[config.mk]
export PLATFORM = sky130hd
export DESIGN_NAME = dag_top
export DESIGN_NICKNAME = d
export VERILOG_FILES = /design/src/rtl/dag_pkg.sv /design/src/rtl/dag_ptr_file.sv /design/src/rtl/dag_top.sv
export SDC_FILE = /design/constraint.sdc
export NUM_CORES = 1
export LEC_CHECK = 0
export ABC_CLOCK_PERIOD_IN_PS = 10800
export BUFFER_PORTS_ARGS = -buffer_cell sky130_fd_sc_hd__buf_2
export CAP_MARGIN = 20
export CORE_ASPECT_RATIO = 0.9
export CORE_MARGIN = 4
export CORE_UTILIZATION = 59
export DETAILED_ROUTE_END_ITERATION = 8
export GPL_TIMING_DRIVEN = 1
export HOLD_SLACK_MARGIN = 0.1
export PLACE_DENSITY = 0.83
export SYNTH_ARGS = -nofsm -noshare
export SYNTH_HDL_FRONTEND = slang
export SYNTH_SLANG_ARGS = --single-unit
[constraint.sdc]
create_clock -name mclk -period 10.8 [get_ports mclk]
set_input_delay 2.16 -clock mclk [delete_from_list [all_inputs] [get_ports mclk]]
set_output_delay 2.16 -clock mclk [all_outputs]
set_load 0.01 [all_outputs]
[src/rtl/dag_pkg.sv]
// dag_pkg: constants, types and decode helpers for the data address generator.
// assumes a 12-bit linear data space, 8-bit data and an APB slave with 32-bit data.

package dag_pkg;

	localparam int DAG_AW = 12;
	localparam int DAG_DW = 8;
	localparam int DAG_NPTR = 3;

	// address formation
	localparam logic [7:0] DAG_LIT_MAX = 8'h5F;
	localparam logic [3:0] DAG_TOP_BANK = 4'hF;
	localparam logic [3:0] DAG_LOW_BANK = 4'h0;
	localparam logic [1:0] DAG_LIT_PTR = 2'h2;
	localparam logic [11:0] DAG_ONE = 12'h001;
	localparam logic [11:0] DAG_VOP_SPAN = 12'h006;
	localparam logic [7:0] DAG_ZERO_BYTE = 8'h00;

	// plain indirect operand address of each pointer; the rest of the group sits just below
	localparam logic [11:0] DAG_VOP_BASE0 = 12'hFEF;
	localparam logic [11:0] DAG_VOP_BASE1 = 12'hFE7;
	localparam logic [11:0] DAG_VOP_BASE2 = 12'hFDF;

	// apb register map
	localparam logic [7:0] DAG_REG_CTRL = 8'h00;
	localparam logic [7:0] DAG_REG_PTR0 = 8'h04;
	localparam logic [7:0] DAG_REG_PTR1 = 8'h08;
	localparam logic [7:0] DAG_REG_PTR2 = 8'h0C;
	localparam logic [7:0] DAG_REG_LAST = 8'h10;
	localparam int DAG_CTRL_EXT_BIT = 0;
	localparam int DAG_LAST_VIRT_BIT = 16;
	localparam int DAG_LAST_LIT_BIT = 17;
	localparam logic [31:0] DAG_RD_ZERO = 32'h0000_0000;

	// offset below the plain operand address gives the operand kind
	typedef enum logic [2:0] {
		DAG_K_PLAIN,
		DAG_K_POST_INC,
		DAG_K_POST_DEC,
		DAG_K_PRE_INC,
		DAG_K_W_OFF,
		DAG_K_BYTE_HI,
		DAG_K_BYTE_LO
	} dag_kind_t;

	typedef struct packed {
		logic hit;
		logic [1:0] idx;
		dag_kind_t kind;
	} dag_vop_t;

	// source of the data answered to the core
	typedef enum logic [1:0] {
		DAG_SRC_RAM,
		DAG_SRC_HELD,
		DAG_SRC_NONE
	} dag_src_t;

	// find which pointer group, if any, an address falls into
	function automatic dag_vop_t dag_decode(input logic [11:0] a);
		dag_vop_t res;
		logic [11:0] base;
		logic [11:0] off;
		res = '{hit: 1'b0, idx: 2'h0, kind: DAG_K_PLAIN};
		for (int i = 0; i < DAG_NPTR; i++) begin
			base = (i == 0) ? DAG_VOP_BASE0 : ((i == 1) ? DAG_VOP_BASE1 : DAG_VOP_BASE2);
			off = base - a;
			if (off <= DAG_VOP_SPAN) begin
				res.hit = 1'b1;
				res.idx = 2'(i);
				res.kind = dag_kind_t'(off[2:0]);
			end
		end
		return res;
	endfunction : dag_decode

	// true for the five operands that redirect through a pointer
	function automatic logic dag_is_virtual(input dag_vop_t v);
		return v.hit && (v.kind != DAG_K_BYTE_HI) && (v.kind != DAG_K_BYTE_LO);
	endfunction : dag_is_virtual

endpackage : dag_pkg

[src/rtl/dag_ptr_file.sv]
// dag_ptr_file: the three 12-bit pointer pairs.
// assumes one write enable and value per pointer, already arbitrated by the caller.
`timescale 1ns/100ps
`default_nettype none

module dag_ptr_file
	import dag_pkg::*;
(
	input wire logic mclk, // core clock
	input wire logic rstn, // async reset, active low
	input wire logic [DAG_NPTR-1:0] wr_en, // per-pointer write enable
	input wire logic [DAG_NPTR-1:0][DAG_AW-1:0] wr_val, // per-pointer new value
	output logic [DAG_NPTR-1:0][DAG_AW-1:0] ptr // current pointer values
);

	logic [DAG_NPTR-1:0][DAG_AW-1:0] ptr_reg;
	logic [DAG_NPTR-1:0][DAG_AW-1:0] ptr_next;

	// next pointer values, 12 bits only so the high nibble cannot exist
	always_comb begin
		for (int i = 0; i < DAG_NPTR; i++) begin
			ptr_next[i] = wr_en[i] ? wr_val[i] : ptr_reg[i];
		end
	end

	// pointer storage
	always_ff @(posedge mclk or negedge rstn) begin
		if (!rstn) begin
			ptr_reg <= '0;
		end else begin
			ptr_reg <= ptr_next;
		end
	end

	assign ptr = ptr_reg;

endmodule : dag_ptr_file

`default_nettype wire

[src/rtl/dag_top.sv]
// dag_top: data address generator with pointer pairs, operand redirection and apb access.
// assumes the decoder raises core_req for one cycle per data access and waits for core_rsp;
// the data ram answers mem_rdata combinationally in the same cycle as mem_re.
// the apb slave inserts one wait state; unmapped offsets answer with pslverr.
//
// Implementation choices: the placing of the registers and register access over APB.
`timescale 1ns/100ps
`default_nettype none

module dag_top
	import dag_pkg::*;
(
	input wire logic mclk, // core clock, 100 MHz
	input wire logic rstn, // async reset, active low
	input wire logic psel, // apb select
	input wire logic penable, // apb access phase
	input wire logic pwrite, // apb direction
	input wire logic [7:0] paddr, // apb byte address
	input wire logic [31:0] pwdata, // apb write data
	output logic [31:0] prdata, // apb read data
	output logic pready, // apb ready
	output logic pslverr, // apb error, unmapped address
	input wire logic core_req, // decoder access request, one cycle
	input wire logic core_acc, // access select bit of the instruction
	input wire logic [7:0] core_file, // 8-bit file field
	input wire logic core_wr, // 1 write, 0 read
	input wire logic [DAG_DW-1:0] core_wdata, // data to write
	input wire logic [DAG_DW-1:0] core_w, // working register value
	input wire logic [3:0] core_bank, // bank select register value
	output logic core_rsp, // access done, one cycle
	output logic [DAG_DW-1:0] core_rdata, // read result
	output logic [DAG_AW-1:0] mem_addr, // data ram address
	output logic mem_re, // data ram read strobe
	output logic mem_we, // data ram write strobe
	output logic [DAG_DW-1:0] mem_wdata, // data ram write data
	input wire logic [DAG_DW-1:0] mem_rdata // data ram read data
);

	logic [DAG_NPTR-1:0][DAG_AW-1:0] ptr;
	logic [DAG_NPTR-1:0] ptr_wen;
	logic [DAG_NPTR-1:0][DAG_AW-1:0] ptr_wval;

	// apb state
	logic ext_reg, ext_next;
	logic [31:0] prdata_reg, prdata_next;
	logic pready_reg, pready_next;
	logic pslverr_reg, pslverr_next;
	logic [DAG_AW-1:0] last_reg, last_next;
	logic last_virt_reg, last_virt_next;
	logic last_lit_reg, last_lit_next;

	// core access pipeline state
	logic [DAG_AW-1:0] maddr_reg, maddr_next;
	logic mre_reg, mre_next;
	logic mwe_reg, mwe_next;
	logic [DAG_DW-1:0] mwdata_reg, mwdata_next;
	logic pend_reg, pend_next;
	dag_src_t src_reg, src_next;
	logic [DAG_DW-1:0] held_reg, held_next;
	logic rsp_reg, rsp_next;
	logic [DAG_DW-1:0] rdata_reg, rdata_next;

	// address formation results
	logic lit_mode;
	logic [DAG_AW-1:0] direct;
	dag_vop_t vop1, vop2;
	logic indirect;
	logic [DAG_AW-1:0] pval, tgt, step_val;
	logic step_en;
	logic apb_wr;
	logic apb_acc;
	logic virt_hit;
	logic [DAG_AW-1:0] w_ext;

	dag_ptr_file u_ptr (
		.mclk(mclk),
		.rstn(rstn),
		.wr_en(ptr_wen),
		.wr_val(ptr_wval),
		.ptr(ptr)
	);

	// access phase still waiting, and the completing edge of a write
	assign apb_acc = psel && penable && !pready_reg;
	assign apb_wr = psel && penable && pready_reg && pwrite;

	// direct address of the instruction, then redirection through a pointer
	always_comb begin
		lit_mode = ext_reg && !core_acc && (core_file <= DAG_LIT_MAX);
		if (core_acc) begin
			direct = {core_bank, core_file};
		end else if (lit_mode) begin
			direct = ptr[DAG_LIT_PTR] + {DAG_LOW_BANK, core_file};
		end else begin
			direct = {(core_file[7] ? DAG_TOP_BANK : DAG_LOW_BANK), core_file};
		end
		// a hit on a virtual operand address redirects through its pointer
		vop1 = dag_decode(direct);
		indirect = dag_is_virtual(vop1);
		pval = ptr[vop1.idx];
		// working register taken as a signed offset
		w_ext = {{(DAG_AW - DAG_DW){core_w[DAG_DW-1]}}, core_w};
		step_en = 1'b0;
		step_val = pval;
		tgt = direct;
		// step and target chosen per operand kind
		if (indirect) begin
			unique case (vop1.kind)
				DAG_K_POST_INC: begin
					tgt = pval;
					step_en = 1'b1;
					step_val = pval + DAG_ONE;
				end
				DAG_K_POST_DEC: begin
					tgt = pval;
					step_en = 1'b1;
					step_val = pval - DAG_ONE;
				end
				DAG_K_PRE_INC: begin
					tgt = pval + DAG_ONE;
					step_en = 1'b1;
					step_val = pval + DAG_ONE;
				end
				DAG_K_W_OFF: begin
					tgt = pval + w_ext;
				end
				default: begin
					tgt = pval;
				end
			endcase
		end
		vop2 = dag_decode(tgt);
		// a virtual operand reached through a pointer is never accessed
		virt_hit = indirect && dag_is_virtual(vop2);
	end

	// pointer writes: apb first, auto-modify over it, byte store over both
	always_comb begin
		for (int i = 0; i < DAG_NPTR; i++) begin
			ptr_wen[i] = 1'b0;
			ptr_wval[i] = ptr[i];
		end
		// apb store lands on the completing edge only
		if (apb_wr) begin
			unique case (paddr)
				DAG_REG_PTR0: begin
					ptr_wen[0] = 1'b1;
					ptr_wval[0] = pwdata[DAG_AW-1:0];
				end
				DAG_REG_PTR1: begin
					ptr_wen[1] = 1'b1;
					ptr_wval[1] = pwdata[DAG_AW-1:0];
				end
				DAG_REG_PTR2: begin
					ptr_wen[2] = 1'b1;
					ptr_wval[2] = pwdata[DAG_AW-1:0];
				end
				default: begin
				end
			endcase
		end
		// only the pointer moves; no status flag leaves this block
		if (core_req && step_en) begin
			ptr_wen[vop1.idx] = 1'b1;
			ptr_wval[vop1.idx] = step_val;
		end
		// a byte store keeps the written value, with no step applied
		if (core_req && core_wr && vop2.hit && !virt_hit) begin
			ptr_wen[vop2.idx] = 1'b1;
			if (vop2.kind == DAG_K_BYTE_HI) begin
				ptr_wval[vop2.idx] = {core_wdata[3:0], ptr[vop2.idx][7:0]};
			end else begin
				ptr_wval[vop2.idx] = {ptr[vop2.idx][11:8], core_wdata};
			end
		end
	end

	// core pipeline: cycle 1 drives the ram, cycle 2 answers the decoder
	always_comb begin
		maddr_next = maddr_reg;
		mre_next = 1'b0;
		mwe_next = 1'b0;
		mwdata_next = mwdata_reg;
		pend_next = core_req;
		src_next = src_reg;
		held_next = held_reg;
		last_next = last_reg;
		last_virt_next = last_virt_reg;
		last_lit_next = last_lit_reg;
		if (core_req) begin
			maddr_next = tgt;
			mwdata_next = core_wdata;
			last_next = tgt;
			last_virt_next = virt_hit;
			last_lit_next = lit_mode;
			// pointer bytes and virtual targets are answered here, ram stays idle
			if (virt_hit) begin
				src_next = DAG_SRC_NONE;
				held_next = DAG_ZERO_BYTE;
			end else if (vop2.hit) begin
				src_next = DAG_SRC_HELD;
				held_next = (vop2.kind == DAG_K_BYTE_HI) ? {4'h0, ptr[vop2.idx][11:8]} : ptr[vop2.idx][7:0];
			end else begin
				src_next = DAG_SRC_RAM;
				mre_next = !core_wr;
				mwe_next = core_wr;
			end
		end
		// second stage: ram data taken while the read strobe stands
		rsp_next = pend_reg;
		rdata_next = rdata_reg;
		if (pend_reg) begin
			rdata_next = (src_reg == DAG_SRC_RAM) ? mem_rdata : held_reg;
		end
	end

	// core pipeline registers
	always_ff @(posedge mclk or negedge rstn) begin
		if (!rstn) begin
			maddr_reg <= '0;
			mre_reg <= 1'b0;
			mwe_reg <= 1'b0;
			mwdata_reg <= '0;
			pend_reg <= 1'b0;
			src_reg <= DAG_SRC_NONE;
			held_reg <= '0;
			rsp_reg <= 1'b0;
			rdata_reg <= '0;
			last_reg <= '0;
			last_virt_reg <= 1'b0;
			last_lit_reg <= 1'b0;
		end else begin
			maddr_reg <= maddr_next;
			mre_reg <= mre_next;
			mwe_reg <= mwe_next;
			mwdata_reg <= mwdata_next;
			pend_reg <= pend_next;
			src_reg <= src_next;
			held_reg <= held_next;
			rsp_reg <= rsp_next;
			rdata_reg <= rdata_next;
			last_reg <= last_next;
			last_virt_reg <= last_virt_next;
			last_lit_reg <= last_lit_next;
		end
	end

	// apb slave: one wait state, read data and error registered with ready
	always_comb begin
		ext_next = ext_reg;
		pready_next = apb_acc;
		prdata_next = prdata_reg;
		pslverr_next = 1'b0;
		// read data built in the wait state, shown with pready
		if (apb_acc) begin
			prdata_next = DAG_RD_ZERO;
			unique case (paddr)
				DAG_REG_CTRL: prdata_next[DAG_CTRL_EXT_BIT] = ext_reg;
				DAG_REG_PTR0: prdata_next[DAG_AW-1:0] = ptr[0];
				DAG_REG_PTR1: prdata_next[DAG_AW-1:0] = ptr[1];
				DAG_REG_PTR2: prdata_next[DAG_AW-1:0] = ptr[2];
				DAG_REG_LAST: begin
					prdata_next[DAG_AW-1:0] = last_reg;
					prdata_next[DAG_LAST_VIRT_BIT] = last_virt_reg;
					prdata_next[DAG_LAST_LIT_BIT] = last_lit_reg;
				end
				default: pslverr_next = 1'b1;
			endcase
			// a write answers zero on the read data lines
			if (pwrite) begin
				prdata_next = DAG_RD_ZERO;
			end
		end
		// extended mode changes only by a software write
		if (apb_wr && (paddr == DAG_REG_CTRL)) begin
			ext_next = pwdata[DAG_CTRL_EXT_BIT];
		end
	end

	// apb registers
	always_ff @(posedge mclk or negedge rstn) begin
		if (!rstn) begin
			ext_reg <= 1'b0;
			prdata_reg <= DAG_RD_ZERO;
			pready_reg <= 1'b0;
			pslverr_reg <= 1'b0;
		end else begin
			ext_reg <= ext_next;
			prdata_reg <= prdata_next;
			pready_reg <= pready_next;
			pslverr_reg <= pslverr_next;
		end
	end

	// apb outputs
	assign prdata = prdata_reg;
	assign pready = pready_reg;
	assign pslverr = pslverr_reg;

	// core and ram outputs
	assign core_rsp = rsp_reg;
	assign core_rdata = rdata_reg;
	assign mem_addr = maddr_reg;
	assign mem_re = mre_reg;
	assign mem_we = mwe_reg;
	assign mem_wdata = mwdata_reg;

endmodule : dag_top

`default_nettype wire

Word-level counts from Yosys, hierarchy flattened
Cells that the tools add are included.
{"block": "totals", "ff_bits": 115, "in_bits": 84, "out_inout_bits": 65, "elab_cells": 144}
{"block": "op_classes", "add_sub_neg": 10, "magnitude_cmp": 11, "eq_ne": 13, "n_mux": 61, "bitwise": 2, "n_reduce_logical": 29}
{"op": "36-bit 2-to-1 mux", "n": 4}
{"op": "12-bit 2-to-1 mux", "n": 11}
{"op": "36-bit bitwise mux", "n": 3}
{"op": "12-bit by 3-bit <= comparator with 1-bit output, second input constant", "n": 6}
{"op": "12-bit subtractor, first input constant", "n": 6}
{"op": "12-bit binary-select mux with 2-bit select", "n": 2}
{"op": "12-bit demux with 2-bit select", "n": 2}
{"op": "12-bit one-hot mux with 2 select lines", "n": 2}
{"op": "11-bit one-hot mux with 4 select lines", "n": 1}
{"op": "6-bit 2-to-1 mux", "n": 6}
{"op": "8-bit 2-to-1 mux", "n": 4}
{"op": "1-bit logical AND", "n": 18}
{"op": "18-bit 2-to-1 mux", "n": 1}
{"op": "8-bit by 4-bit == test with 1-bit output, second input constant", "n": 2}
{"op": "1-bit 2-to-1 mux", "n": 16}
{"op": "12-bit by 1-bit adder with 12-bit output, second input constant", "n": 1}
{"op": "12-bit adder", "n": 1}
{"op": "12-bit by 8-bit adder with 12-bit output", "n": 1}
{"op": "3-bit != test, second input constant", "n": 4}
{"op": "12-bit by 1-bit subtractor with 12-bit output, second input constant", "n": 1}
{"op": "3-bit 2-to-1 mux", "n": 3}
{"op": "8-bit by 3-bit == test with 1-bit output, second input constant", "n": 1}
{"op": "8-bit by 5-bit == test with 1-bit output, second input constant", "n": 1}
{"op": "8-bit by 7-bit <= comparator with 1-bit output, second input constant", "n": 1}
{"op": "18 further kinds", "n": 28}

Depth between registers and ports, before layout
Gate-level depths: netlist (run 1).
{"block": "logic_depth", "depth_word": 27, "depth_mapped": 45, "mapped_depth_nobuf": 41}

Modules after synthesis
Synthesis (run 1) repeated with hierarchy kept, for this count alone.
{"block": "hier_totals", "cells_unflattened": 1270, "area_unflattened_um2": 10730.3}
{"mod": "dag_top", "instances": 1, "cells_each": 1195, "area_each_um2": 9277.6, "seq_area_each_um2": 1527.7}
{"mod": "dag_ptr_file", "instances": 1, "cells_each": 75, "area_each_um2": 1452.6, "seq_area_each_um2": 900.9}

Least setup slack after synthesis (run 1)
No wires, ideal clock.
{"block": "synth_path", "path_kind": "input port to flip-flop", "from": "input core_file[0]", "to": "register u_ptr.ptr_reg (netlist bit u_ptr.ptr[17])", "setup_ns": 0.130, "arrival_ns": 9.597, "t_required_ns": 10.670, "slack_ns": 1.073, "path_stages": 43, "path_buffers": 4, "cell_sequence": "ha_1 > inv_1 > fa_1 > nor2b_1 > o2111ai_1 > and4_1 > nor3b_1 > inv_1 > ha_1 > nand2_1 > nand2_1 > nor3_1 > a21oi_1 > o311ai_1 > and3_1 > buf_2 > buf_2 > a21oi_1 > (+7 left out) > nor2_1 > or2_2 > o211ai_1 > o211a_1 > nor3_1 > a21oi_1 > inv_1 > ha_1 > nand2b_1 > o32ai_1 > a31oi_1 > nor4_2 > a211o_1 > buf_6 > and2_4 > buf_6 > mux2i_2 > mux2i_1"}
{"block": "synth_via", "elab_chain_cells": 25, "elab_cells_between_ends": 80, "cone_classes": "add/sub (10); order compare (11); eq/ne (9); mux (34); bitwise (2); reduce/logical (14)"}
{"item": "start, declared", "line_no": "dag_top.sv:25", "rtl": "input wire logic [7:0] core_file,"}
{"item": "parallel branches: the longest is 3 deep, another holds 12-bit by 8-bit adder with 12-bit output"}
{"item": "12-bit 2-to-1 mux *", "line_no": "dag_top.sv:90", "rtl": "if (core_acc) begin"}
{"item": "12-bit subtractor", "line_no": "dag_pkg.sv:67", "rtl": "off = base - a;"}
{"item": "12-bit by 3-bit <= comparator with 1-bit output", "line_no": "dag_pkg.sv:68", "rtl": "if (off <= DAG_VOP_SPAN) begin"}
{"item": "6-bit 2-to-1 mux (2 in a row)", "line_no": "dag_pkg.sv:68"}
{"item": "12-bit binary-select mux with 2-bit select or 6-bit 2-to-1 mux (tied branches)", "line_no": "dag_top.sv:100, dag_pkg.sv:68"}
{"item": "12-bit 2-to-1 mux (implied by the code) or 3-bit != test (tied branches)", "line_no": "dag_top.sv:100, dag_pkg.sv:79"}
{"item": "12-bit adder (tied with other cells)", "line_no": "dag_top.sv:125", "rtl": "tgt = pval + w_ext;"}
{"item": "12-bit one-hot mux with 2 select lines or 1-bit logical AND (tied branches)", "line_no": "dag_top.sv:108, dag_pkg.sv:79"}
{"item": "12-bit 2-to-1 mux *", "line_no": "dag_top.sv:107", "rtl": "if (indirect) begin"}
{"item": "named net tgt[4]", "line_no": "dag_top.sv:68", "rtl": "logic [DAG_AW-1:0] pval, tgt, step_val;"}
{"item": "12-bit subtractor", "line_no": "dag_pkg.sv:67"}
{"item": "12-bit by 3-bit <= comparator with 1-bit output", "line_no": "dag_pkg.sv:68"}
{"item": "6-bit 2-to-1 mux (2 in a row)", "line_no": "dag_pkg.sv:68"}
{"item": "6-bit 2-to-1 mux *", "line_no": "dag_pkg.sv:68"}
{"item": "parallel branches: the longest is 7 deep, another holds 2-bit by 3-bit less-than comparator with 1-bit output"}
{"item": "end signal, assigned", "line_no": "dag_ptr_file.sv:31", "rtl": "ptr_reg <= ptr_next;"}
{"item": "end, declared", "line_no": "dag_ptr_file.sv:16", "rtl": "logic [DAG_NPTR-1:0][DAG_AW-1:0] ptr_reg;"}
Mark *: on every way through the listed nets, which the timed path passes. The select of a mux whose other input is x is not followed.
A chain may end at the register's enable or synchronous reset.

Final worst setup path (run 1)
{"block": "layout_path", "from": "input core_file[1]", "to": "register u_ptr.ptr_reg (netlist bit u_ptr.ptr[15])"}
The elaborated chain is that of the path after synthesis.

==> reports/summary.txt, run 1 <==
GRT Resource Usage Total -> 36.0%
Endpoints failing hold -> 0
CP max stage delay -> 530 ps
Setup TNS -> 0 ps
Cts repair resizes -> 0
Layout area overhead -> 12.5%
# DRC -> 0
CP endpoint kind -> flop
Clock Tree Buf Depth -> 2
Total inserted antenna cells -> 0
Peak VDD IR -> 0.126 mV
Max FO, Critical Path -> 15
Total power -> 0.000991 W
Detail Placement HPWL -> 25100 um
Pins over their slew limit -> 0
EDFF count, synth -> 0
Num CTS Buffers -> 9
Delay-heaviest family, CP -> compound AO/OA/AOI/OAI gates
Seq/Total Area, Yosys -> 26.2%
Post-synthesis sequential element count -> 97
Clock latency at the later pin of the worst-skew pair -> 350 ps
Layout net count -> 1369
Row cnt -> 43
Max_cap viols -> 0
Hold-fix buffers, CTS -> 0
Worst Path Buf+Inv -> 5
Worst slack at placement -> 385 ps
Setup violators final -> 0
GRT overflow -> 0
Drt wl/cell -> 22.9 um
CP Class -> primary input to flop
Via density -> 6.95
Final wirelength -> 33100 um
Max reg flops -> 36
CP arrival -> 10520 ps
CP startpoint kind -> primary input
Antenna Nets Post-Route -> 0
Root Buffer -> clkbuf_16
Cells after Synth -> 1130
Power Density -> 94.9 mW/mm2
Crit path time final -> 10290 ps
Share of layout cells above drive strength 1 -> 21.7%
Pin slew with the least headroom to its limit -> 1090 ps
RSZ-0062 raised after global routing -> false
I/O Pins -> 149
H-tree lvl count -> 3
Die Y -> 127 um
Warnings from Yosys -> 0
Initial antenna violation count -> 1
CTS Sinks -> 97
Slew headroom -> 27.2%
Fin worst setup slack -> 509 ps
Leak -> 4.70 nW
PortBufs -> 110
Worst-path clk slew -> 70 ps
Number of setup buffers added after CTS -> 0
Vias in the first global route -> 9147
Status -> completed
DRT iter0 DRCs -> 1624
Worst EP required -> 11030 ps
First drt pass iteration count -> 6
First-pass GRT wire length -> 51100 um
Die area -> 0.0178 mm2
Synth Flop Type -> dfrtp_1
Fmax -> 97.2 MHz
Worst hold path class -> flop to flop
Post-Syn Area -> 0.00928 mm2
Clk_skew -> 11.3 ps
Fraction of registers with async set or reset after synthesis -> 100%
Largest net degree at the start of global routing -> 59
Chip width -> 140 um
Crit path max-delay cell type -> o41ai_1
Fin crit share -> 95.3%
Cell variety after synth -> 100
Total core area -> 0.0154 mm2
Routability congestion estimate -> 1.05
Via count -> 10000
CTS tree -> done
Mapped Avg Cell Area -> 8.21 um2
Initial Util -> 60.1%
==> cell type report <==
type | count | area (um2)
clock buffers | 10 | 239
well taps | 202 | 253
repair buffers | 163 | 963
inverters | 49 | 184
clock inverters | 6 | 72.6
flip-flops and latches | 97 | 2430
multi-input cells | 919 | 6300
fillers | 1342 | 5000
==> synth_stat cells (20+ instances only) <==
cell type	count	area, um2
o21ai_0	53	265
o211ai_1	27	203
o21ai_1	36	180
mux2_2	35	394
nor3_1	28	140
a22oi_1	26	195
clkbuf_1	39	146
nand3_1	33	165
xnor2_1	25	219
nor2_1	68	255
nand2_1	129	484
dfrtp_1	96	2400
buf_4	20	150
inv_1	45	169
mux2i_1	38	380
a21oi_1	62	310
ha_1	44	551
==> cells by family (layout without fill, tap and decap cells) <==
family | count (synthesis) | in the layout | share of synthesized area, %
compound gates | 375 | 375 | 28.7
flops | 97 | 97 | 26.2
simple gates | 371 | 371 | 19.7
buf+inv | 131 | 228 | 7.02
fa+ha+maj | 46 | 46 | 6.36
xor+xnor | 32 | 32 | 3.02
other cells | 1 | 18 | 0.0404
mux | 77 | 77 | 8.94
==> layer usage <==
| metal | routed length (um) | global-route usage, % | share of wire (%) |
|---|---|---|---|
| met1 | 13300 | 51.1 | 40 |
| met2 | 14300 | 54.9 | 43 |
| met3 | 4350 | 9.17 | 13 |
| met4 | 1120 | 9.57 | 3.4 |
| met5 | 9 | 0 | 0.027 |
==> path summary, 6_finish.rpt <==
| check | startpoint | slack, ps | depth (start not counted) | endpoint |
|---|---|---|---|---|
| max | core_file[1] | 510 | 36 | u_ptr.ptr[15] |
| min | prdata[0] | 470 | 2 | prdata[0] |
| max reg2reg | u_ptr.ptr[26] | 1900 | 35 | u_ptr.ptr[15] |
| min reg2reg | prdata[0] | 470 | 2 | prdata[0] |
| max in group asynchronous | rstn | 7850 | 2 | u_ptr.ptr[4] |
| min in group asynchronous | rstn | 1790 | 1 | mem_wdata[0] |
==> per-stage QoR <==
step / area (um2) / instances / hold WS (ps) / util [%]
detailed placement: 10100 / 1429 / 462 / 65.6
global route: 10400 / 1446 / 505 / 67.6
global placement: 10100 / 1429 / 454 / 65.6
floorplan: 9350 / 1147 / 352 / -
finish: 10400 / 1446 / 474 / 67.6
CTS: 10400 / 1445 / 475 / 67.6
==> worst min-delay path, cell delays in order, from the launching register on <==
cell	delay, ps
dfrtp_1	330
nand2_1	50
o31ai_1	50
==> where the power goes <==
group	switching [W]	total, W	leakage (nW)	internal (W)
logic	0.000152	0.000245	3.34	0.0000925
clock network	0.000148	0.000338	0.155	0.000189
registers	0.0000262	0.000409	1.21	0.000383
==> cell usage in the layout, fill, tap and decap left out, types with 5 or more instances in the layout <==
cell type,synthesis,final
a22oi_1,26,26
xnor2_1,25,25
a21oi_1,62,62
o31a_1,5,5
nand3_1,33,33
and3_1,14,14
nand2_1,129,129
a31oi_1,16,16
conb_1,1,18
dfrtp_1,96,96
o22ai_1,11,11
clkbuf_16,0,9
nor3_1,28,27
o211ai_1,27,27
a211oi_1,9,9
buf_2,14,109
o21ai_0,53,53
o31ai_1,14,14
ha_1,44,44
nor4_1,16,14
mux2i_1,38,38
xor2_1,7,7
mux2_2,35,35
nor2_1,68,68
o32ai_1,5,5
a22o_1,15,15
inv_1,45,45
a21boi_1,5,5
buf_4,20,53
a222oi_1,10,10
nor2b_1,6,6
and2_1,9,9
nand4_1,16,16
and4_1,5,5
a21o_1,9,9
o21ai_1,36,36
or3_1,11,11
Note: power is estimated with default switching activity, not from simulation.
==> run 2, diff against run 1 <==
PLACE_DENSITY = 0.89   (was 0.83)
RECOVER_POWER = 25   (was default)
==> run 2 against run 1 <==
The flow now finishes with violations (capacitance limit, slew limit). Maximum frequency rose by 0.92%. Global-route usage rose by 0.75 points. Sequential share of layout area about the same. Wire length is 2.6% higher. First-iteration DRC count increased by 1.5%. Final area is 0.12% lower. Non-clock buffer count shrank 1. Critical path type unchanged.
==> reports/summary.txt, run 2 (synthesis results as in run 1) <==
Status -> finished with violations
Failing checks -> capacitance limit, slew limit
Die Y -> 127 um (unchanged)
Antenna Nets Post-Route -> 0 (unchanged)
CP Class -> primary input to flop
Most frequent cells in the layout -> nand2_1 (129), buf_2 (109), dfrtp_1 (96)
Peak VDD IR -> 0.0893 mV (-29%)
Setup TNS -> 0 ps (unchanged)
Clock latency at the later pin of the worst-skew pair -> 350 ps (about the same)
DRT iter0 DRCs -> 1648 (+1.5%)
Reg2Reg Depth -> 36 (+2.9%)
Fmax -> 98.1 MHz (+0.92%)
Endpoints failing hold -> 0 (unchanged)
CP arrival -> 10420 ps (-100 ps)
First-pass GRT wire length -> 52000 um (+1.7%)
Max_cap viols -> 2 (+2)
First drt pass iteration count -> 7 (+1)
Max reg flops -> 36 (unchanged)
Post-Layout Cell Count -> 1446 (unchanged)
Max FO, Critical Path -> 9 (-6)
Launching point of the worst reg2reg path -> u_ptr.ptr[24]
GRT overflow -> 0 (unchanged)
CTS tree -> done
Clock Tree Buf Depth -> 2 (unchanged)
Leak -> 4.67 nW (-0.66%)
Setup violators final -> 0 (unchanged)
CP Launch Point -> core_file[0]
Commonest non-fill, non-tap cell in the layout -> nand2_1
Slew headroom -> -47.2% (-74 points)
Crit path max-delay cell type -> o41ai_2
Final wirelength -> 33900 um (+2.6%)
Largest net degree at the start of global routing -> 57 (-3.4%)
Min Hold Slack -> 477 ps (+3.25 ps)
CP endpoint kind -> flop
I/O Pins -> 149 (unchanged)
Fin crit share -> 94.4% (-0.86 points)
Hold depth -> 2 (unchanged)
Layout area overhead -> 12.4%
Total power -> 0.000975 W (-1.7%)
Fill count -> 1284 (-4.3%)
Worst Path Buf+Inv -> 6 (+1)
Initial antenna violation count -> 0 (-1)
PortBufs -> 110 (unchanged)
Initial Util -> 60.1% (unchanged)
Row cnt -> 43 (unchanged)
RSZ-0062 raised after global routing -> false
Detail Placement HPWL -> 25800 um (+2.8%)
Pin slew with the least headroom to its limit -> 2210 ps (+1120 ps)
Num CTS Buffers -> 9 (unchanged)
Routability congestion estimate -> 1.05 (-0.16%)
# DRC -> 0 (unchanged)
Pins over their slew limit -> 79 (+79)
Chip width -> 140 um (unchanged)
CTS Sinks -> 97 (unchanged)
Placed Cells -> 1428 (-0.070%)
Drt wl/cell -> 23.5 um (+2.6%)
Power Density -> 93.4 mW/mm2 (-1.6%)
Layout net count -> 1368 (-0.073%)
H-tree lvl count -> 3 (unchanged)
Die area -> 0.0178 mm2 (unchanged)
Hold wc startpoint -> prdata[16]
GRT Resource Usage Total -> 36.7% (+0.75 points)
Vias in the first global route -> 9185 (+0.42%)
CP startpoint kind -> primary input
Critical path depth -> 37 (+2.8%)
Via density -> 7.02 (+1.1%)
Worst EP required -> 11030 ps (about the same)
CP max stage delay -> 460 ps (-70 ps)
Share of layout cells above drive strength 1 -> 21.6% (-0.063 points)
Root Buffer -> clkbuf_16
Hold-fix buffers, CTS -> 0 (unchanged)
Total core area -> 0.0154 mm2 (unchanged)
Worst hold path class -> flop to flop
Delay-heaviest family, CP -> compound AO/OA/AOI/OAI gates
Via count -> 10200 (+1.1%)
Clk_skew -> 7.99 ps (-3.27 ps)
Worst-path clk slew -> 70 ps (about the same)
Crit path time final -> 10200 ps (-93.3 ps)
Fin util -> 67.5% (-0.081 points)
==> run 2: worst paths after layout <==
kind / to / slack (ps)
min in group asynchronous: prdata[6] / 2460
worst min-delay path: prdata[16] / 480
worst min register to register: prdata[16] / 480
worst max register to register: u_ptr.ptr[20] / 1890
max in group asynchronous: mem_addr[10] / 6640
worst max-delay path: u_ptr.ptr[20] / 600
==> run 2: layout make-up <==
class                   count  area (um2)  area share, %
flip-flops and latches     97        2430           23.3
clock buffers               9         225           2.16
repair buffers            162         961           9.21
inverters                  49         184           1.76
well taps                 202         253           2.42
multi-input cells         919        6310           60.5
clock inverters             7        63.8          0.612
diodes                      1        2.50         0.0240
==> run 2: worst reg2reg max path: cells and delay by family, from the launching register on <==
family / cells / cell delay [ps]
xor gates and xnor gates: 3 / 490
adders and majority gates: 6 / 1920
buffers and inverters: 5 / 670
muxes: 1 / 160
and+or+nand+nor: 9 / 2110
DFF: 1 / 560
AOI/OAI and AO/OA: 12 / 2880
==> run 2: metal layers <==
metal  global-route usage (%)  part of all wire, %  wire, um
met1                     52.0                   39     13300
met2                     52.9                   41     13900
met3                     10.8                   15      4990
met4                     14.4                  5.1      1740
met5                        0                    0         0
==> run 2: through the flow <==
step | cell area (um2) | setup WS [ps]
after floorplan | 9350 | 1070
after global placement | 10100 | 367
after detailed placement | 10100 | 188
after CTS | 10400 | 510
after global routing | 10400 | 87.4
final | 10400 | 602
==> run 2: where the power goes <==
part	internal, W	switching, W	leakage, nW
clock network	0.000161	0.000160	0.130
registers	0.000383	0.0000265	1.21
logic	0.0000920	0.000152	3.33
total	0.000636	0.000339	4.67
==> run 2: timing repair <==
action,CTS,global route
resized for setup,0,3
setup buffers,0,0
setup endpoints to repair,0,30
hold endpoints to repair,0,0
